===== src/rtl/mdsbu_pkg.sv =====
//==========================================================
`default_nettype none
package mdsbu_pkg;
	localparam int DATA_W = 32;
	localparam logic STICKY_RESET = 1'b0;
	localparam logic [3:0] FLAGS_RESET = 4'h0;
	localparam int DIV_CYCLES = 32;

	typedef enum logic [3:0] {
		OP_UNSIGNED_LONG_MULTIPLY,
		OP_UNSIGNED_LONG_MULTIPLY_ACCUMULATE,
		OP_SIGNED_LONG_MULTIPLY,
		OP_SIGNED_LONG_MULTIPLY_ACCUMULATE,
		OP_SIGNED_DIVIDE,
		OP_UNSIGNED_DIVIDE,
		OP_SIGNED_SATURATE,
		OP_UNSIGNED_SATURATE,
		OP_BITFIELD_CLEAR,
		OP_BITFIELD_INSERT,
		OP_STATUS_REGISTER_WRITE,
		OP_STATUS_REGISTER_READ
	} mdsbu_op_t;
endpackage

`default_nettype wire


===== src/rtl/mdsbu_div_if.sv =====
`timescale 1ns/10ps
`default_nettype none
// carries one divide request and its answer between the unit and the divider
interface mdsbu_div_if;
	logic start;
	logic is_signed;
	logic [31:0] dividend;
	logic [31:0] divisor;
	logic done;
	logic [31:0] quotient;
	modport master (output start, output is_signed, output dividend, output divisor,
		input done, input quotient);
	modport slave (input start, input is_signed, input dividend, input divisor,
		output done, output quotient);
endinterface
`default_nettype wire


===== src/rtl/mdsbu_divider.sv =====
`timescale 1ns/10ps
`default_nettype none
// restoring divider on magnitudes, one quotient bit per cycle
module mdsbu_divider
	import mdsbu_pkg::*;
(
	input wire logic mclk,
	input wire logic resetn,
	mdsbu_div_if.slave div
);
	logic busy;
	logic [5:0] count;
	logic [31:0] rem;
	logic [31:0] quo;
	logic [31:0] dvs;
	logic neg_q;
	logic zero_div;

	wire logic n_neg = div.is_signed & div.dividend[31];
	wire logic d_neg = div.is_signed & div.divisor[31];
	wire logic [31:0] n_mag = n_neg ? 32'(-div.dividend) : div.dividend;
	wire logic [31:0] d_mag = d_neg ? 32'(-div.divisor) : div.divisor;
	wire logic [32:0] trial = {rem, quo[31]} - {1'b0, dvs};
	wire logic fits = ~trial[32];
	wire logic [31:0] next_rem = fits ? trial[31:0] : {rem[30:0], quo[31]};
	wire logic [31:0] next_quo = {quo[30:0], fits};
	// magnitudes truncate, so the sign fix-up rounds toward zero
	wire logic [31:0] signed_quo = neg_q ? 32'(-quo) : quo;

	always_ff @(posedge mclk)
	begin
		if (!resetn)
		begin
			busy <= 1'b0;
			count <= 6'h00;
			rem <= 32'h00000000;
			quo <= 32'h00000000;
			dvs <= 32'h00000000;
			neg_q <= 1'b0;
			zero_div <= 1'b0;
			div.done <= 1'b0;
			div.quotient <= 32'h00000000;
		end
		else
		begin
			div.done <= 1'b0;
			if (div.start && !busy)
			begin
				busy <= 1'b1;
				count <= 6'(DIV_CYCLES);
				rem <= 32'h00000000;
				quo <= n_mag;
				dvs <= d_mag;
				neg_q <= n_neg ^ d_neg;
				zero_div <= (div.divisor == 32'h00000000);
			end
			else if (busy && count != 6'h00)
			begin
				rem <= next_rem;
				quo <= next_quo;
				count <= count - 6'h01;
			end
			else if (busy)
			begin
				busy <= 1'b0;
				div.done <= 1'b1;
				div.quotient <= zero_div ? 32'h00000000 : signed_quo;
			end
		end
	end
endmodule
`default_nettype wire


===== src/rtl/mdsbu_unit.sv =====
`timescale 1ns/10ps
`default_nettype none
module mdsbu_unit
	import mdsbu_pkg::*;
(
	input wire logic mclk,
	input wire logic resetn,
	input wire logic issue_valid,
	output logic issue_ready,
	input wire logic [3:0] op,
	input wire logic [31:0] first_operand,
	input wire logic [31:0] second_operand,
	input wire logic [31:0] low_destination,
	input wire logic [31:0] high_destination,
	input wire logic [4:0] shift_amount,
	input wire logic shift_is_asr,
	input wire logic [5:0] sat_width,
	input wire logic [4:0] field_lsb,
	input wire logic [5:0] field_width,
	input wire logic flag_update,
	input wire logic [3:0] flags_in,
	input wire logic sticky_in,
	output logic result_valid,
	output logic [31:0] result_low,
	output logic [31:0] result_high,
	output logic result_high_write,
	output logic [3:0] flags,
	output logic sticky_saturation
);
	//==========================================================
	// issue control
	typedef enum {ST_IDLE, ST_DIV} mdsbu_state_t;
	mdsbu_state_t state;
	mdsbu_div_if div_bus();
	mdsbu_op_t opc;
	assign opc = mdsbu_op_t'(op);

	mdsbu_divider u_div (
		.mclk(mclk),
		.resetn(resetn),
		.div(div_bus)
	);

	wire logic is_div = (opc == OP_SIGNED_DIVIDE) || (opc == OP_UNSIGNED_DIVIDE);
	assign issue_ready = (state == ST_IDLE);
	wire logic take = issue_valid && issue_ready;
	assign div_bus.start = take && is_div;
	assign div_bus.is_signed = (opc == OP_SIGNED_DIVIDE);
	assign div_bus.dividend = first_operand;
	assign div_bus.divisor = second_operand;

	//==========================================================
	// long multiply
	wire logic mul_signed = (opc == OP_SIGNED_LONG_MULTIPLY) ||
		(opc == OP_SIGNED_LONG_MULTIPLY_ACCUMULATE);
	wire logic mul_acc = (opc == OP_UNSIGNED_LONG_MULTIPLY_ACCUMULATE) ||
		(opc == OP_SIGNED_LONG_MULTIPLY_ACCUMULATE);
	wire logic is_mul = mul_signed || mul_acc || (opc == OP_UNSIGNED_LONG_MULTIPLY);
	wire logic [63:0] a_ext = {{32{mul_signed & first_operand[31]}}, first_operand};
	wire logic [63:0] b_ext = {{32{mul_signed & second_operand[31]}}, second_operand};
	// the low 64 bits of a sign-extended product equal the signed product
	wire logic [63:0] product = 64'(a_ext * b_ext);
	wire logic [63:0] acc_in = mul_acc ? {high_destination, low_destination} : 64'h0;
	wire logic [63:0] mul_sum = 64'(product + acc_in);

	//==========================================================
	// saturation with pre-shift
	wire logic [31:0] asr_val = 32'($signed(second_operand) >>> shift_amount);
	wire logic [31:0] lsl_val = 32'(second_operand << shift_amount);
	// an asr of zero is not a legal encoding, so zero means no shift either way
	wire logic [31:0] shifted = shift_is_asr ? asr_val : lsl_val;
	wire logic is_signed_saturate = (opc == OP_SIGNED_SATURATE);
	wire logic is_unsigned_saturate = (opc == OP_UNSIGNED_SATURATE);
	wire logic signed [32:0] sx = $signed({shifted[31], shifted});
	wire logic [5:0] sn_m1 = 6'(sat_width - 6'h01);
	wire logic signed [32:0] s_max = $signed(33'((33'h1 << sn_m1) - 33'h1));
	wire logic signed [32:0] s_min = $signed(33'(-(33'h1 << sn_m1)));
	wire logic signed [32:0] u_max = $signed(33'((33'h1 << sat_width) - 33'h1));
	logic [31:0] sat_val;
	always_comb
	begin
		sat_val = shifted;
		if (is_signed_saturate)
		begin
			if (sx > s_max)
				sat_val = s_max[31:0];
			else if (sx < s_min)
				sat_val = s_min[31:0];
		end
		else
		begin
			if (sx[32])
				sat_val = 32'h00000000;
			else if (sx > u_max)
				sat_val = u_max[31:0];
		end
	end
	wire logic clamped = (is_signed_saturate || is_unsigned_saturate) && (sat_val != shifted);

	//==========================================================
	// bitfield clear and insert
	wire logic [31:0] ones = 32'((33'h1 << field_width) - 33'h1);
	wire logic [31:0] field_mask = 32'(ones << field_lsb);
	wire logic [31:0] cleared = low_destination & ~field_mask;
	wire logic [31:0] inserted = cleared |
		(32'(first_operand << field_lsb) & field_mask);

	//==========================================================
	// result mux
	logic [31:0] next_low;
	always_comb
	begin
		case (opc)
			OP_SIGNED_SATURATE, OP_UNSIGNED_SATURATE: next_low = sat_val;
			OP_BITFIELD_CLEAR: next_low = cleared;
			OP_BITFIELD_INSERT: next_low = inserted;
			OP_STATUS_REGISTER_READ: next_low = {flags, sticky_saturation, 27'h0000000};
			default: next_low = mul_sum[31:0];
		endcase
	end

	always_ff @(posedge mclk)
	begin
		if (!resetn)
		begin
			state <= ST_IDLE;
			result_valid <= 1'b0;
			result_low <= 32'h00000000;
			result_high <= 32'h00000000;
			result_high_write <= 1'b0;
		end
		else
		begin
			result_valid <= 1'b0;
			result_high_write <= 1'b0;
			case (state)
				ST_IDLE:
					if (take && is_div)
						state <= ST_DIV;
					else if (take && opc != OP_STATUS_REGISTER_WRITE)
					begin
						result_valid <= 1'b1;
						result_low <= next_low;
						result_high <= is_mul ? mul_sum[63:32] : 32'h00000000;
						result_high_write <= is_mul;
					end
				ST_DIV:
					if (div_bus.done)
					begin
						state <= ST_IDLE;
						result_valid <= 1'b1;
						result_low <= div_bus.quotient;
						result_high <= 32'h00000000;
					end
				default: state <= ST_IDLE;
			endcase
		end
	end

	//==========================================================
	// flags: no operation here changes nzcv unless explicitly written
	always_ff @(posedge mclk)
	begin
		if (!resetn)
		begin
			flags <= FLAGS_RESET;
			sticky_saturation <= STICKY_RESET;
		end
		else if (take)
		begin
			// set wins when a saturation and a write coincide only if the write keeps it
			if (opc == OP_STATUS_REGISTER_WRITE)
			begin
				flags <= flag_update ? flags_in : flags;
				sticky_saturation <= sticky_in;
			end
			else if (clamped)
				sticky_saturation <= 1'b1;
		end
	end
endmodule
`default_nettype wire


===== config.mk =====
export PLATFORM = sky130hd
export DESIGN_NAME = mdsbu_unit
export DESIGN_NICKNAME = d
export VERILOG_FILES = /design/src/rtl/mdsbu_pkg.sv /design/src/rtl/mdsbu_div_if.sv /design/src/rtl/mdsbu_divider.sv /design/src/rtl/mdsbu_unit.sv
export SDC_FILE = /design/constraint.sdc
export NUM_CORES = 2
export LEC_CHECK = 0
export BUFFER_PORTS_ARGS = -buffer_cell sky130_fd_sc_hd__clkbuf_2
export CAP_MARGIN = 20
export CORE_ASPECT_RATIO = 1.5
export CORE_MARGIN = 3
export CORE_UTILIZATION = 54
export CTS_BUF_LIST = sky130_fd_sc_hd__clkbuf_4 sky130_fd_sc_hd__clkbuf_8 sky130_fd_sc_hd__clkbuf_16
export DETAILED_ROUTE_END_ITERATION = 7
export GPL_ROUTABILITY_DRIVEN = 0
export PLACE_DENSITY = 0.74
export SKIP_LAST_GASP = 1
export SYNTH_ARGS = -nofsm -noshare
export SYNTH_HDL_FRONTEND = slang
export SYNTH_HIERARCHICAL = 1
export SYNTH_SLANG_ARGS = --single-unit
export TNS_END_PERCENT = 100

===== constraint.sdc =====
create_clock -name mclk -period 8.3 [get_ports mclk]
set_input_delay 0.415 -clock mclk [delete_from_list [all_inputs] [get_ports mclk]]
set_output_delay 0.415 -clock mclk [all_outputs]
set_load 0.005 [all_outputs]

* Word-level counts from Yosys, hierarchy flattened
Index checks and enable logic that the tools add are counted.
** Cells by class
- Reductions and logical operators :: 30
- Multiply operators :: 1
- Equality and inequality tests :: 19
- Shifts and indexed selects :: 7
- Muxes and demuxes :: 37
- Order comparisons :: 3
- Bitwise logic cells :: 15
- Add/subtract/negate cells :: 11
** Operators with widths (count)
- 32-bit two-way mux :: 21
- 32-bit case mux with 2 select lines :: 3
- 32-bit case mux with 4 select lines :: 1
- 32-bit logical NOT :: 3
- 32-bit negation :: 3
- 32-bit by 5-bit left shift with 32-bit output :: 3
- 32-bit by 33-bit greater-than comparator with 1-bit output :: 2
- 1-bit by 6-bit left shift with 33-bit output (first input constant) :: 2
- 33-bit by 1-bit subtractor with 33-bit output (second input constant) :: 2
- 64-bit adder :: 1
- 32-bit bitwise AND :: 2
- 33-bit by 33-bit multiplier with 64-bit output :: 1
- 64-bit two-way mux :: 1
- 32-bit by 33-bit < comparator with 1-bit output :: 1
- 33-bit negation :: 1
- 33-bit by 32-bit subtractor with 33-bit output :: 1
- 32-bit by 1-bit == test with 1-bit output (second input constant) :: 1
- 32-bit != test :: 1
- 32-bit inverter :: 1
- 32-bit OR :: 1
- 1-bit by 6-bit left shift with 32-bit output (first input constant) :: 1
- 32-bit by 5-bit >>> shifter with 32-bit output :: 1
- 32-bit by 1-bit subtractor with 32-bit output (second input constant) :: 1
- 4-bit by 3-bit == test with 1-bit output (second input constant) :: 4
- other kinds (25) :: 64
** Word-level totals
- Bits in registers :: 241
- Word-level logic and storage cells :: 140

* Logic depth before layout (Yosys ltp)
- Depth after elaboration :: 11
- Gate-level depth with buffers :: 32
- Depth with buffers taken out :: 30

* By module
The synthesis kept the hierarchy.
** By module, submodules not included
- mdsbu_unit :: cells an instance 6938, instances 1, area an instance 58082.0 µm², seq. area each 1441.4 µm²
- mdsbu_divider :: cells an instance 1128, instances 1, area an instance 8944.8 µm², seq. area each 2762.6 µm²

* Worst setup path before layout
Ideal clock, no wire load.
- Path type :: input-to-reg
- Start :: in op[1]
- End :: reg result_high[28]
- Stages on the path :: 24
- Arrival :: 8.046 ns
- Setup slack :: 0.138 ns
- Setup time :: 0.117 ns
- Required time :: 8.183 ns
- Cells stage by stage :: clkbuf_1 -> and3_1 -> clkbuf_1 -> and2_1 -> fa_1 -> fa_1 -> inv_1 -> fa_1 -> fa_1 -> fa_1 -> fa_1 -> inv_1 -> fa_1 -> fa_1 -> ha_1 -> a21o_1 -> a21o_1 -> a21o_1 -> a21o_1 -> a211oi_1 -> o21ai_0 -> a21oi_1 -> xnor2_1 -> a22o_1
** Between the ends
- Cells in the longest elaborated chain, start to end :: 9
- Elaborated cells on any way between the ends :: 26
** Ends and longest elaborated chain
- start: declaration :: line mdsbu_unit.sv:10 : input wire logic [3:0] op,
- 4-bit by 2-bit == test with 1-bit output (on tied branches) :: line mdsbu_unit.sv:54, mdsbu_unit.sv:55, mdsbu_unit.sv:57
- 1-bit logical OR :: line mdsbu_unit.sv:54 : wire logic mul_signed = (opc == OP_SIGNED_LONG_MULTIPLY) ||
- 1-bit bitwise AND (on tied branches) :: line mdsbu_unit.sv:59, mdsbu_unit.sv:60
- 33-bit by 33-bit multiplier with 64-bit output :: line mdsbu_unit.sv:62 : wire logic [63:0] product = 64'(a_ext * b_ext);
- 64-bit adder :: line mdsbu_unit.sv:64 : wire logic [63:0] mul_sum = 64'(product + acc_in);
- 32-bit two-way mux :: line mdsbu_unit.sv:144 : result_high <= is_mul ? mul_sum[63:32] : 32'h00000000;
- 32-bit two-way mux :: line mdsbu_unit.sv:140 : else if (take && opc != OP_STATUS_REGISTER_WRITE)
- 32-bit two-way mux :: line mdsbu_unit.sv:138 : if (take && is_div)
- 32-bit case mux with 2 select lines :: line mdsbu_unit.sv:136 : case (state)
- end signal: assignment :: line mdsbu_unit.sv:144
- end: declaration :: line mdsbu_unit.sv:25 : output logic [31:0] result_high,
Parallel ways exist; a longest one is shown, timed or not. The select of a mux whose other input is x is not followed.
A chain may end at the register's enable or synchronous reset.

* Final worst setup path
- Start :: in shift_amount[0]
- End :: reg result_low[16]
** Between the ends
- Cells in the longest elaborated chain, start to end :: 10
- Elaborated cells on any way between the ends :: 15
** Ends and longest elaborated chain
- start: declaration :: line mdsbu_unit.sv:15 : input wire logic [4:0] shift_amount,
- 32-bit by 5-bit left shift with 32-bit output / 32-bit by 5-bit >>> shifter with 32-bit output (equally long branches) :: line mdsbu_unit.sv:69, mdsbu_unit.sv:68
- 32-bit two-way mux (*) :: line mdsbu_unit.sv:71 : wire logic [31:0] shifted = shift_is_asr ? asr_val : lsl_val;
- 32-bit by 33-bit greater-than comparator with 1-bit output / 32-bit by 33-bit < comparator with 1-bit output (equally long branches) :: line mdsbu_unit.sv:94, mdsbu_unit.sv:87
- 32-bit two-way mux (on tied branches) :: line mdsbu_unit.sv:94, mdsbu_unit.sv:87
- 32-bit two-way mux (on tied branches) :: line mdsbu_unit.sv:92, mdsbu_unit.sv:85
- 32-bit two-way mux (*) :: line mdsbu_unit.sv:83 : if (is_signed_saturate)
- 32-bit case mux with 4 select lines (*) :: line mdsbu_unit.sv:113 : case (opc)
- 32-bit two-way mux (*) :: line mdsbu_unit.sv:140
- 32-bit two-way mux (*) :: line mdsbu_unit.sv:138
- 32-bit case mux with 2 select lines (*) :: line mdsbu_unit.sv:136
- end signal: assignment :: line mdsbu_unit.sv:143 : result_low <= next_low;
- end signal: assignment :: line mdsbu_unit.sv:152 : result_low <= div_bus.quotient;
- end: declaration :: line mdsbu_unit.sv:24 : output logic [31:0] result_low,
Mark *: on every way between the ends. The rest lies on a longest branch, timed or not. The select of a mux whose other input is x is not followed.

==> out/results.txt <==
Hold Crit Class = primary input to flip-flop
Predominant post-synthesis flop cell = dfxtp_1
Syn Inst Count = 8066
Vias post-DR = 65600
Row Count = 157
Detailed Route WL = 291000 um
Die width = 294 um
Post-synthesis async set-or-reset flop share = 0%
First-pass GRT wire length = 436000 um
Top post-synthesis cells by area = fa_1 (37%), inv_1 (7.5%), ha_1 (6.9%)
Yosys top cell area share = 36.6%
Post-Synth Adder-Cell Area = 43.4%
GRT overflow = 0
Syn-to-layout area delta = 9.80%
Area share of and/or/nand/nor cells after synthesis = 17.0%
Final min period = 8.49 ns
Outcome = finished, violations left
Total GRT Usage = 46.6%
Die H = 437 um
CTS H-tree depth = 1
Clk_lat worst skew = 0.63 ns
Core Area = 123000 um2
Crit. Startpoint = shift_amount[0]
DP Worst Slack = -0.345 ns
Syn Area/Cell = 8.31 um2
CTS max path bufs = 3
Max-slew violation count = 0
Post-synth top area cell = fa_1
I/O pins = 236
Final clock skew = 0.0358 ns
CTS root buf = clkbuf_16
Share of layout cells above drive strength 1 = 12.1%
Clk sinks = 210
Seq/Total Area, Yosys = 6.27%
Die area = 128000 um2
Vias in the first global route = 68100
Worst Slack Setup Final = -0.186 ns
DR pass1 iterations = 8
Detail Route Antenna Nets = 0
Clk pin slew, worst setup/hold paths = 0.07 ns
DP Wirelength = 217000 um
Critical path launch point type = primary input
Largest net degree at the start of global routing = 89
Antenna violations before repair = 59
Worst path required time = 8.79 ns
Commonest non-fill, non-tap cell in the layout = inv_1
Critical Path Sink Type = flip-flop
Most frequent cells in the layout = inv_1 (1334), fa_1 (1223), nand2_1 (1147)
Crit path kind = primary input to flip-flop
Starting Density = 54.7%
Compound-Gate Fraction of Synth Area = 14.1%
Synthesis Warnings = 6
Placement Cell Area = 72200 um2
Multiplexer share of the synthesized area = 5.69%
Synth Area in XOR/XNOR = 2.68%
Post-route cell area = 73600 um2
F_max = 0.118 GHz
Crit-path max FO = 63
Worst slew margin = 16.0%
Worst slew pin tran = 1.26 ns
DRC violations left = 139
Layout net count = 9996
Final Hold Fails = 0
Fillers = 10600
Worst EP arrival = 8.97 ns
Final setup viols = 1
Port Buffers = 235
Final Cycle Share = 102%
CP dominant cell by count = buf_4
Syn nets = 9821
Total CTS buffers = 27
Post-synth EDFFs = 0
Yosys cell types = 108
Number of vias per cell = 6.63
Worst hold start = flags_in[0]
MaxCap Viol Count = 0
Main combinational cell family by area after synthesis = adder cells
CTS tree = built
Routed length per instance = 29.4 um
Area of the mapped netlist = 67000 um2
RSZ-0062 raised after global routing = false
Yosys reg bits = 210
CP max stage cell = o32a_1
Worst reg2reg startpoint = u_div/quo[31]
DR iter-0 viols = 8399
Delay of the slowest critical-path stage = 1.03 ns
Crit path cell chain = buf_4, buf_4, mux2i_1, mux4_2, a2111oi_0, o32a_1, ha_1, nand2_1, nor3_1, nand3_1, a22o_1, a21oi_4, nor2_1, a22oi_1, o22ai_1, o21ai_0, buf_4, o2111ai_1, o211ai_1, a21boi_0
Failing checks = DRC, setup timing
-- metrics by stage --
stage               std cells  hold slack [ns]  setup TNS (ns)  util (%)
finish                   9892           0.0734          -0.186      60.0
global placement         9785            0.430           -2.27      58.9
global route             9861            0.111               0      60.0
detailed placement       9786            0.440           -3.77      58.9
floorplan                8066            0.432               0         -
CTS                      9836           0.0745               0      59.7
-- final timing paths --
path | to | slack (ns) | cells after the start
setup reg to reg | u_div/rem[25] | 4.08 | 13
hold / removal | flags[0] | 0.07 | 3
hold reg to reg | result_low[24] | 0.44 | 2
setup / recovery | result_low[16] | -0.19 | 20
-- registers in the layout, indices dropped and copies added, names as in the netlist --
| register | count |
|---|---|
| u_div/quo | 32 |
| u_div/div.done | 1 |
| flags | 4 |
| u_div/div.quotient | 32 |
| u_div/zero_div | 1 |
| u_div/busy | 1 |
| result_high | 32 |
| result_high_write | 1 |
| result_low | 32 |
| u_div/dvs | 32 |
| u_div/rem | 32 |
| u_div/neg_q | 1 |
| result_valid | 1 |
| state | 1 |
| sticky_saturation | 1 |
| u_div/count | 6 |
-- layer usage --
layer | track usage (%) | routed length [um] | vias up
met5 | 4.12 | 771 | -
met4 | 49.6 | 44000 | 32
met3 | 26.0 | 44400 | 2387
met2 | 66.7 | 120000 | 5388
met1 | 45.2 | 80900 | 31400
li1 | - | - | 26400
-- worst max-delay path, delay by kind of cell --
family,cells,cell delay (ns)
adders and majority gates,1,0.26
and+or+nand+nor,4,1.40
buffers and inverters,3,1.36
AOI/OAI and AO/OA,10,4.71
muxes,2,0.71
-- synth_stat cells (all sizes together) (68+ instances only) --
cell type / number
nor2: 347
a21oi: 367
a22oi: 79
nand3: 103
xnor2: 124
o21ai: 316
a21o: 81
mux2: 68
a211oi: 89
and3: 89
nor3: 75
and2: 365
nand2: 1148
dfxtp: 210
clkbuf: 502
fa: 1224
ha: 367
mux2i: 157
xor2: 80
inv: 1341
-- logic make-up (layout without fill, tap and decap cells) --
| family | Yosys count | count (layout) |
|---|---|---|
| adders and majority gates | 1591 | 1591 |
| DFF | 210 | 210 |
| AOI/OAI and AO/OA | 1433 | 1433 |
| xor gates and xnor gates | 204 | 204 |
| other | 0 | 40 |
| buffers and inverters | 1909 | 2105 |
| muxes | 290 | 290 |
| and+or+nand+nor | 2429 | 2429 |
-- area by class of cell --
cell class	count	area [um2]	share of cell area, %
Inverter	1344	5050	6.86
Timing Repair Buffer	711	5580	7.58
Multi-Input combinational cell	5947	55700	75.6
Clock inverter	15	224	0.304
Sequential cell	210	4200	5.71
Antenna cell	40	100	0.136
Clock buffer	35	779	1.06
Tap cell	1590	1990	2.70
-- timing repair --
item | in CTS | in global routing
setup buffers | 0 | 1
hold buffers | 0 | 0
endpoints found under the setup margin | 0 | 20
endpoints found under the hold margin | 0 | 0
resized for setup | 0 | 21
Power is not shown: default switching activity piles up to over one toggle a cycle in this logic, so the estimate is an artifact.
